--- config.mk ---
export PLATFORM = sky130hd
export DESIGN_NAME = tcc_array
export DESIGN_NICKNAME = d
export VERILOG_FILES = /design/src/rtl/tcc_array.v /design/src/rtl/tcc_ctrl_mem.v
export VERILOG_INCLUDE_DIRS = /design/src /design/src/inc
export SDC_FILE = /design/constraint.sdc
export NUM_CORES = 1
export LEC_CHECK = 0
export ABC_AREA = 1
export BUFFER_PORTS_ARGS = -buffer_cell sky130_fd_sc_hd__clkbuf_2
export CAP_MARGIN = 10
export CORE_AREA = 3 3 122 124
export CTS_BUF_LIST = sky130_fd_sc_hd__clkbuf_4
export CTS_CLUSTER_SIZE = 10
export DETAILED_ROUTE_END_ITERATION = 8
export DIE_AREA = 0 0 125 127
export MAX_ROUTING_LAYER = met4
export PLACE_DENSITY_LB_ADDON = 0.25
export SYNTH_ARGS = -nofsm -noshare
export SYNTH_HDL_FRONTEND = slang
export SYNTH_SLANG_ARGS = --single-unit
--- constraint.sdc ---
create_clock -name i_sys_clk -period 2.1 [get_ports i_sys_clk]
set_input_delay 0.42 -clock i_sys_clk [delete_from_list [all_inputs] [get_ports i_sys_clk]]
set_output_delay 0.42 -clock i_sys_clk [all_outputs]
set_load 0.01 [all_outputs]
--- src/inc/tcc_map.vh ---
// tcc_map.vh: register offsets, field positions, reset values, mode codes
// assumes: included by the array, memory, checker and testbench files
`ifndef TCC_MAP_VH
`define TCC_MAP_VH
// register offsets (word index on the plain register port)
`define TCC_OFS_SELECT 4'h0
`define TCC_OFS_CTRL 4'h1
`define TCC_OFS_FLAGS 4'h2
`define TCC_OFS_MASK 4'h3
`define TCC_OFS_DATA_LO 4'h4
`define TCC_OFS_DATA_HI 4'h5
`define TCC_OFS_CFG 4'h6
// channel control field positions
`define TCC_CTRL_IEN 7
`define TCC_CTRL_DIR 6
`define TCC_CTRL_CLR 4
`define TCC_CTRL_CMP 3
`define TCC_CTRL_CODE_HI 2
`define TCC_CTRL_CODE_LO 0
// configuration register fields
`define TCC_CFG_DUAL 0
`define TCC_CFG_DAC 1
`define TCC_CFG_XMEM 2
// reset values
`define TCC_CTRL_RST 8'h00
`define TCC_PIN_RST 1'b1
`define TCC_SEL_RST 2'h0
// capture codes
`define TCC_CAP_OFF 3'h0
`define TCC_CAP_FALL 3'h1
`define TCC_CAP_RISE 3'h2
`define TCC_CAP_BOTH 3'h3
`define TCC_CAP_T0 3'h4
`define TCC_CAP_T1 3'h5
`define TCC_CAP_CMPA 3'h6
`define TCC_CAP_CMPB 3'h7
// compare codes
`define TCC_CMP_IRQ 3'h0
`define TCC_CMP_SET 3'h1
`define TCC_CMP_CLR 3'h2
`define TCC_CMP_TOG 3'h3
`define TCC_CMP_PWM_INV 3'h4
`define TCC_CMP_PWM_NON 3'h5
`endif

--- src/rtl/tcc_array.v ---
// tcc_array.v: four-channel compare/capture array on the timer 2 count
// assumes: timer count, tick and direction come from the timer block;
// capture value itself is latched by the timer block on o_capture_event
`include "tcc_map.vh"
module tcc_array #(
    parameter NCH = 4
) (
    input wire i_sys_clk,
    input wire i_reset,
    input wire [3:0] i_addr,
    input wire [7:0] i_wdata,
    input wire i_wr,
    input wire i_rd,
    output reg [7:0] o_rdata,
    input wire [7:0] i_timer_count_high,
    input wire [7:0] i_timer_count_low,
    input wire i_timer_tick,
    input wire i_timer_down,
    input wire i_timer0_ovf,
    input wire i_timer1_ovf,
    input wire i_comparator_a_event,
    input wire i_comparator_b_event,
    input wire [NCH-1:0] i_capture_pin,
    output reg o_timer_clear,
    output reg [NCH-1:0] o_capture_event,
    output reg [NCH-1:0] o_compare_pin,
    output wire [NCH-1:0] o_compare_pin_oe,
    output wire o_irq
);
    reg [1:0] channel_select_reg;
    reg [NCH-1:0] channel_flag_reg;
    reg [NCH-1:0] irq_mask_reg;
    reg [2:0] cfg_reg;
    reg [NCH-1:0] event_count_direction;
    reg [NCH-1:0] pin_prev_reg;
    reg [NCH-1:0] pin_next;
    reg [NCH-1:0] channel_event;
    reg [NCH-1:0] dir_next;
    reg rd_ctrl_pending;
    reg [7:0] rdata_next;
    reg [7:0] rdata_reg;
    wire [7:0] rd_ctrl;
    wire [8*NCH-1:0] ctrl_all;
    wire [16*NCH-1:0] value_all;
    wire [15:0] timer_count;
    wire sel_window;
    wire [1:0] wr_field;
    wire mem_wr;
    wire dual_slope;
    wire dac_on;
    wire xmem_on;
    integer k;
    integer m;

    // count formed from high and low bytes
    assign timer_count = {i_timer_count_high, i_timer_count_low};
    assign dual_slope = cfg_reg[`TCC_CFG_DUAL];
    assign dac_on = cfg_reg[`TCC_CFG_DAC];
    assign xmem_on = cfg_reg[`TCC_CFG_XMEM];

    assign sel_window = (i_addr == `TCC_OFS_CTRL);
    assign mem_wr = i_wr && (sel_window || i_addr == `TCC_OFS_DATA_LO ||
        i_addr == `TCC_OFS_DATA_HI);
    assign wr_field = (i_addr == `TCC_OFS_DATA_LO) ? 2'h1 :
        (i_addr == `TCC_OFS_DATA_HI) ? 2'h2 : 2'h0;

    // window tied to the selected channel
    tcc_ctrl_mem #(
        .NCH(NCH),
        .AW(2)
    ) u_mem (
        .i_sys_clk(i_sys_clk),
        .i_reset(i_reset),
        .i_wr(mem_wr),
        .i_wr_ch(channel_select_reg),
        .i_wr_field(wr_field),
        .i_wr_data(i_wdata),
        .i_rd_ch(channel_select_reg),
        .o_rd_ctrl(rd_ctrl),
        .o_ctrl_all(ctrl_all),
        .o_value_all(value_all)
    );

    // per-channel event detection and pin action
    always @* begin
        pin_next = o_compare_pin;
        channel_event = {NCH{1'b0}};
        dir_next = event_count_direction;
        for (k = 0; k < NCH; k = k + 1) begin
            // mode bit picks compare or capture
            if (ctrl_all[8*k+`TCC_CTRL_CMP]) begin
                // match sampled only on count update
                if (i_timer_tick && value_all[16*k+:16] == timer_count) begin
                    channel_event[k] = 1'b1;
                    case (ctrl_all[8*k+:3])
                        `TCC_CMP_SET: pin_next[k] = 1'b1;
                        `TCC_CMP_CLR: pin_next[k] = 1'b0;
                        `TCC_CMP_TOG: pin_next[k] = ~o_compare_pin[k];
                        // up-count match clears in dual slope, else sets
                        `TCC_CMP_PWM_NON: pin_next[k] =
                            dual_slope ? i_timer_down : 1'b1;
                        `TCC_CMP_PWM_INV: pin_next[k] =
                            dual_slope ? ~i_timer_down : 1'b0;
                        default: pin_next[k] = o_compare_pin[k];
                    endcase
                end
                if (i_timer_tick && !dual_slope && timer_count == 16'h0000
                    && value_all[16*k+:16] != 16'h0000) begin
                    if (ctrl_all[8*k+:3] == `TCC_CMP_PWM_NON) begin
                        pin_next[k] = 1'b0;
                    end else if (ctrl_all[8*k+:3] == `TCC_CMP_PWM_INV) begin
                        pin_next[k] = 1'b1;
                    end
                end
            end else begin
                case (ctrl_all[8*k+:3])
                    `TCC_CAP_FALL: channel_event[k] =
                        pin_prev_reg[k] && !i_capture_pin[k];
                    `TCC_CAP_RISE: channel_event[k] =
                        !pin_prev_reg[k] && i_capture_pin[k];
                    `TCC_CAP_BOTH: channel_event[k] =
                        pin_prev_reg[k] != i_capture_pin[k];
                    `TCC_CAP_T0: channel_event[k] = i_timer0_ovf;
                    `TCC_CAP_T1: channel_event[k] = i_timer1_ovf;
                    `TCC_CAP_CMPA: channel_event[k] = i_comparator_a_event;
                    `TCC_CAP_CMPB: channel_event[k] = i_comparator_b_event;
                    default: channel_event[k] = 1'b0;
                endcase
            end
            // direction recorded on event in dual slope
            if (channel_event[k] && dual_slope) begin
                dir_next[k] = i_timer_down;
            end
        end
    end

    always @(posedge i_sys_clk) begin
        if (i_reset) begin
            o_compare_pin <= {NCH{`TCC_PIN_RST}};
            // follow the pin in reset so no false edge follows release
            pin_prev_reg <= i_capture_pin;
            event_count_direction <= {NCH{1'b0}};
            o_timer_clear <= 1'b0;
            o_capture_event <= {NCH{1'b0}};
        end else begin
            o_compare_pin <= pin_next;
            pin_prev_reg <= i_capture_pin;
            event_count_direction <= dir_next;
            // clear timer when enabled channel fires
            o_timer_clear <= 1'b0;
            for (m = 0; m < NCH; m = m + 1) begin
                if (channel_event[m] && ctrl_all[8*m+`TCC_CTRL_CLR]) begin
                    o_timer_clear <= 1'b1;
                end
            end
            o_capture_event <= channel_event & ~ctrl_all_cmp(ctrl_all);
        end
    end

    function [NCH-1:0] ctrl_all_cmp;
        input [8*NCH-1:0] c;
        integer j;
        begin
            for (j = 0; j < NCH; j = j + 1) begin
                ctrl_all_cmp[j] = c[8*j+`TCC_CTRL_CMP];
            end
        end
    endfunction

    // pins given up to DAC or external memory
    genvar g;
    generate
        for (g = 0; g < NCH; g = g + 1) begin : g_oe
            if (g >= 2) begin : g_dac
                assign o_compare_pin_oe[g] = !xmem_on && !dac_on;
            end else begin : g_plain
                assign o_compare_pin_oe[g] = !xmem_on;
            end
        end
    endgenerate

    // software registers; flags are also set by channel events
    always @(posedge i_sys_clk) begin
        if (i_reset) begin
            channel_select_reg <= `TCC_SEL_RST;
            channel_flag_reg <= {NCH{1'b0}};
            irq_mask_reg <= {NCH{1'b0}};
            cfg_reg <= 3'h0;
        end else begin
            if (i_wr && i_addr == `TCC_OFS_SELECT) begin
                channel_select_reg <= i_wdata[1:0];
            end
            if (i_wr && i_addr == `TCC_OFS_MASK) begin
                irq_mask_reg <= i_wdata[NCH-1:0];
            end
            if (i_wr && i_addr == `TCC_OFS_CFG) begin
                cfg_reg <= i_wdata[2:0];
            end
            // events set flags; set wins over write-one clear
            if (i_wr && i_addr == `TCC_OFS_FLAGS) begin
                channel_flag_reg <= (channel_flag_reg & ~i_wdata[NCH-1:0])
                    | channel_event;
            end else begin
                channel_flag_reg <= channel_flag_reg | channel_event;
            end
        end
    end

    assign o_irq = |(channel_flag_reg & irq_mask_reg);

    always @* begin
        case (i_addr)
            `TCC_OFS_SELECT: rdata_next = {6'h00, channel_select_reg};
            `TCC_OFS_FLAGS: rdata_next = {{(8-NCH){1'b0}}, channel_flag_reg};
            `TCC_OFS_MASK: rdata_next = {{(8-NCH){1'b0}}, irq_mask_reg};
            `TCC_OFS_CFG: rdata_next = {5'h00, cfg_reg};
            `TCC_OFS_DATA_LO: rdata_next =
                value_all[16*channel_select_reg+:8];
            `TCC_OFS_DATA_HI: rdata_next =
                value_all[16*channel_select_reg+8+:8];
            default: rdata_next = 8'h00;
        endcase
    end

    // window read data come from memory's register; others registered here
    always @(posedge i_sys_clk) begin
        if (i_reset) begin
            rd_ctrl_pending <= 1'b0;
            rdata_reg <= 8'h00;
        end else begin
            rd_ctrl_pending <= i_rd && sel_window;
            rdata_reg <= i_rd ? rdata_next : 8'h00;
        end
    end

    // direction bit overlays stored bit, so writes have no effect
    wire [7:0] window_view;
    assign window_view = {rd_ctrl[7],
        event_count_direction[channel_select_reg], rd_ctrl[5:0]};

    // window read answers with the selected channel's control
    // both inputs are registers, so the pick adds no read latency
    always @* begin
        o_rdata = rd_ctrl_pending ? window_view : rdata_reg;
    end
endmodule // tcc_array

--- src/rtl/tcc_ctrl_mem.v ---
// tcc_ctrl_mem.v: per-channel control and compare value store
// assumes: single clock, synchronous active-high reset, one write port
`include "tcc_map.vh"
module tcc_ctrl_mem #(
    parameter NCH = 4,
    parameter AW = 2
) (
    input wire i_sys_clk,
    input wire i_reset,
    input wire i_wr,
    input wire [AW-1:0] i_wr_ch,
    input wire [1:0] i_wr_field,
    input wire [7:0] i_wr_data,
    input wire [AW-1:0] i_rd_ch,
    output reg [7:0] o_rd_ctrl,
    output wire [8*NCH-1:0] o_ctrl_all,
    output wire [16*NCH-1:0] o_value_all
);
    reg [7:0] ctrl_reg [0:NCH-1];
    reg [15:0] value_reg [0:NCH-1];
    genvar g;
    generate
        for (g = 0; g < NCH; g = g + 1) begin : g_ent
            always @(posedge i_sys_clk) begin
                if (i_reset) begin
                    ctrl_reg[g] <= `TCC_CTRL_RST;
                    value_reg[g] <= 16'h0000;
                end else if (i_wr && i_wr_ch == g) begin
                    case (i_wr_field)
                        2'h0: ctrl_reg[g] <= i_wr_data;
                        2'h1: value_reg[g][7:0] <= i_wr_data;
                        2'h2: value_reg[g][15:8] <= i_wr_data;
                        default: ctrl_reg[g] <= ctrl_reg[g];
                    endcase
                end
            end
            assign o_ctrl_all[8*g+7:8*g] = ctrl_reg[g];
            assign o_value_all[16*g+15:16*g] = value_reg[g];
        end
    endgenerate
    always @(posedge i_sys_clk) begin
        if (i_reset) begin
            o_rd_ctrl <= 8'h00;
        end else begin
            o_rd_ctrl <= ctrl_reg[i_rd_ch];
        end
    end
endmodule // tcc_ctrl_mem

==> impl_metrics.csv <==
group,metric,value,unit
routing,remaining_drc_errors,0,
outcome,result_of_the_run,"finished clean",
floorplanning,rows,43,
synth,post_synthesis_sequential_area_ratio,44.8,%
floorplanning,initial_utilization,59.2,%
floorplanning,placeableCoreArea,13900,sq um
synth,top_cells_by_instance_count_after_synthesis,"sky130_fd_sc_hd__nand2_1 (260), sky130_fd_sc_hd__nor2_1 (178), sky130_fd_sc_hd__inv_1 (123), sky130_fd_sc_hd__edfxtp_1 (92), sky130_fd_sc_hd__a21oi_1 (47)",
clock_tree,cts-root-buf,"sky130_fd_sc_hd__clkbuf_4",
synth,yosys.cell_count.top_type,"sky130_fd_sc_hd__nand2_1",
routing,firstDrtPassIters,8,
routing,wl_met1,10500,um
synth,async_reset_ff_share,0,%
clock_tree,clock_insertion_delay_worst_skew,580,ps
worst_setup_path,cp.arrival,1680,ps
synth,synth.cell_area,8210,sq um
power,pwr-share-clk,31.5,%
timing,setup-violations-final,0,
timing,final.setup_skew,19.2,ps
final_layout,areaGrowthSynthToFinish,13.0,%
synth,synth_nets,1106,
grt,grt-ovfl-total,0,
routing,drt_iter0_drc,1087,
synth,post_synthesis_cell_count,1047,
grt,number_of_antenna_violations_at_the_first_check_in_global_routing,1,
worst_setup_path,critical_path_class,"register to output pin",
worst_setup_path,cp.required,1680,ps
placed_design,dpl.cell_count,1291,
final_layout,largest_register_ffs,64,
grt,grt_max_degree,31,
power,switching_share,28.9,%
clock_tree,clk_path_buf_depth,2,
routing,via_count,7859,
routing,post_detailed_routing_wire_length,26400,um
timing,period_needed,2100,ps
synth,post_synth.cell_area_avg,7.85,sq um
final_layout,finish.net_count,1199,
power,internal-power,3.96,mW
synth,synth_enable_flop_cells,92,
final_layout,layoutNonFillerInstCount,1334,
routing,routed.top_layer,"met4",
placed_design,place.gp.congestion,1.03,
clock_tree,tritoncts,"yes",
timing,grt_setup_unrepaired,"true",
synth,primary_flip_flop_cell_chosen_by_synthesis_mapping,"sky130_fd_sc_hd__edfxtp_1",
synth,synthTopCellsByArea,"sky130_fd_sc_hd__edfxtp_1 (34%), sky130_fd_sc_hd__nand2_1 (12%), sky130_fd_sc_hd__dfxtp_1 (11%), sky130_fd_sc_hd__nor2_1 (8.1%), sky130_fd_sc_hd__inv_1 (5.6%)",
power,total_leakage_power,4.25,nW
power,peakVddDrop,742,uV
routing,met3_wirelength,3740,um
grt,grt_use_total,34.3,%
timing,worst_slew_margin_rel,42.5,%
power,power_per_cell_area,601,nW/um^2
worst_setup_path,startpoint_type_of_the_worst_setup_path,"register",
floorplanning,floorplan.io_pins,64,
power,power.switching,1.61,mW
timing,fin_hold_ws,144,ps
clock_tree,htree_levels,4,
grt,wire_length_of_the_first_global_routing_pass,40300,um
worst_hold_path,holdCritPathClass,"input port to register",
worst_setup_path,timing.critical_path.fanout_max,4,
synth,yosys_register_bits,138,
synth,yosys.cell_types.count,46,
clock_tree,cts_buffers,17,
routing,wl_met2,11000,um
timing,final-hold-violation-count,0,
clock_tree,clock-sinks,138,
routing,routed_via_density,5.89,
placed_design,detailedPlacementHpwl,20400,um
power,power.combinational.fraction,12.8,%
timing,report.final.slew_viol_count,0,
clock_tree,clk_transition_reported_paths,120,ps
timing,tightestPinTransition,855,ps
routing,post_drt_wl_per_cell,19.8,um
synth,synth_top_cell_by_area,"sky130_fd_sc_hd__edfxtp_1",
routing,antenna_violating_nets_post_route,0,
placed_design,io_buffers,63,
power,pwr-share-seq,55.7,%
synth,yosysTopAreaCellShare,33.6,%
job,max_cap_violations,0,
floorplanning,die_w,125,um
final_layout,layout_cell_share_with_drive_strength_beyond_1,18.2,%
grt,number_of_global_route_vias_before_repair,7091,
floorplanning,die_height,127,um
synth,ys.warnings.count,0,
timing,post-route-period-util,100,%
worst_setup_path,worst_setup_path_end_kind,"output pin",
floorplanning,die-area,15900,sq um
timing,clock.fmax,0.476,GHz
==> layout make-up <==
type	count	area [sq um]
Multi-Input combinational cell	741	3930
Antenna cell	1	2.50
Clock buffer	20	150
Fill cell	1241	4600
Clock inverter	12	124
Timing Repair Buffer	100	623
Tap cell	180	225
Inverter	142	538
Sequential cell	138	3690
==> critical path, cell delays in order (launching register included) <==
cell and delay [ps]:
sky130_fd_sc_hd__dfxtp_4 400, sky130_fd_sc_hd__buf_6 130, sky130_fd_sc_hd__nand2_8 60, sky130_fd_sc_hd__inv_4 40, sky130_fd_sc_hd__a221oi_4 260, sky130_fd_sc_hd__a21oi_2 80
sky130_fd_sc_hd__buf_2 140
==> layer usage <==
layer / GRT usage (%) / vias to the layer above
li1: - / 3651
met3: 8.07 / 91
met4: 14.2 / 0
met1: 47.8 / 3539
met5: - / -
met2: 48.7 / 578
==> stage by stage <==
stage               area (sq um)  utilization, %  setup WS, ps  TNS (ps)  power (mW)
floorplan                   8210               -           345         0        3.54
global placement            8840            63.7           171         0        3.84
detailed placement          8840            63.7           129         0        3.84
CTS                         9250            66.6         -6.88     -6.88        5.55
global route                9280            66.9         -78.4     -78.4        5.75
finish                      9280            66.9         0.774         0        5.57
==> power groups by stage <==
stage / Sequential [mW] / Combinational [mW] / Clock, mW
2_1_floorplan: 3.11 / 0.438 / 0
4_1_cts: 3.09 / 0.701 / 1.76
5_1_grt: 3.11 / 0.788 / 1.86
6_report: 3.10 / 0.716 / 1.76
3_3_place_gp: 3.15 / 0.684 / 0
3_5_place_dp: 3.16 / 0.686 / 0
==> repair_timing <==
action,4_1_cts,5_1_grt
buffers inserted,6,0
pin swaps,5,1
hold buffers,4,0
endpoints found under the hold margin,4,0
setup endpoints to repair,8,1
resized for setup,16,6
==> cell families after synthesis <==
family          synth area share [%]
buf+inv                         8.12
xor+xnor                        1.28
fa+ha+maj                       2.59
simple gates                    31.8
flops                           44.8
mux                            0.960
compound gates                  10.4
==> layout by cell type, fill, tap and decap left out, types with 5 or more instances in the layout <==
cell type                  count
sky130_fd_sc_hd__o22ai_1      25
sky130_fd_sc_hd__mux2_2        7
sky130_fd_sc_hd__nor2_1      178
sky130_fd_sc_hd__nand3_4      12
sky130_fd_sc_hd__nor3_1       11
sky130_fd_sc_hd__nor2_2        7
sky130_fd_sc_hd__a21oi_1      46
sky130_fd_sc_hd__inv_4         5
sky130_fd_sc_hd__a22oi_1       6
sky130_fd_sc_hd__nand2_2       8
sky130_fd_sc_hd__inv_2        21
sky130_fd_sc_hd__nand2_1     259
sky130_fd_sc_hd__clkbuf_4     20
sky130_fd_sc_hd__buf_4        30
sky130_fd_sc_hd__inv_1       121
sky130_fd_sc_hd__clkbuf_2     62
sky130_fd_sc_hd__edfxtp_1     92
sky130_fd_sc_hd__dfxtp_1      43
sky130_fd_sc_hd__nand3_1      37
sky130_fd_sc_hd__nor4_1        7
sky130_fd_sc_hd__a221oi_1      5
sky130_fd_sc_hd__o21ai_0      29
sky130_fd_sc_hd__xor2_1        9
sky130_fd_sc_hd__ha_1         17
sky130_fd_sc_hd__nand4_1      24
==> final timing paths <==
kind | from | slack, ps | depth (start not counted) | to
setup reg to reg | u_mem.value_reg[0][9]$_SDFFCE_PN0P_ | 150 | 8 | o_compare_pin[0]$_SDFFE_PP1P_
setup / recovery | channel_select_reg[0]$_SDFFE_PP0P_ | 0.8 | 6 | o_rdata[6]
hold / removal | i_wdata[0] | 140 | 3 | irq_mask_reg[0]$_SDFFE_PP0P_
hold reg to reg | irq_mask_reg[2]$_SDFFE_PP0P_ | 480 | 2 | irq_mask_reg[2]$_SDFFE_PP0P_
No activity file was read; power rests on OpenSTA's default activity.
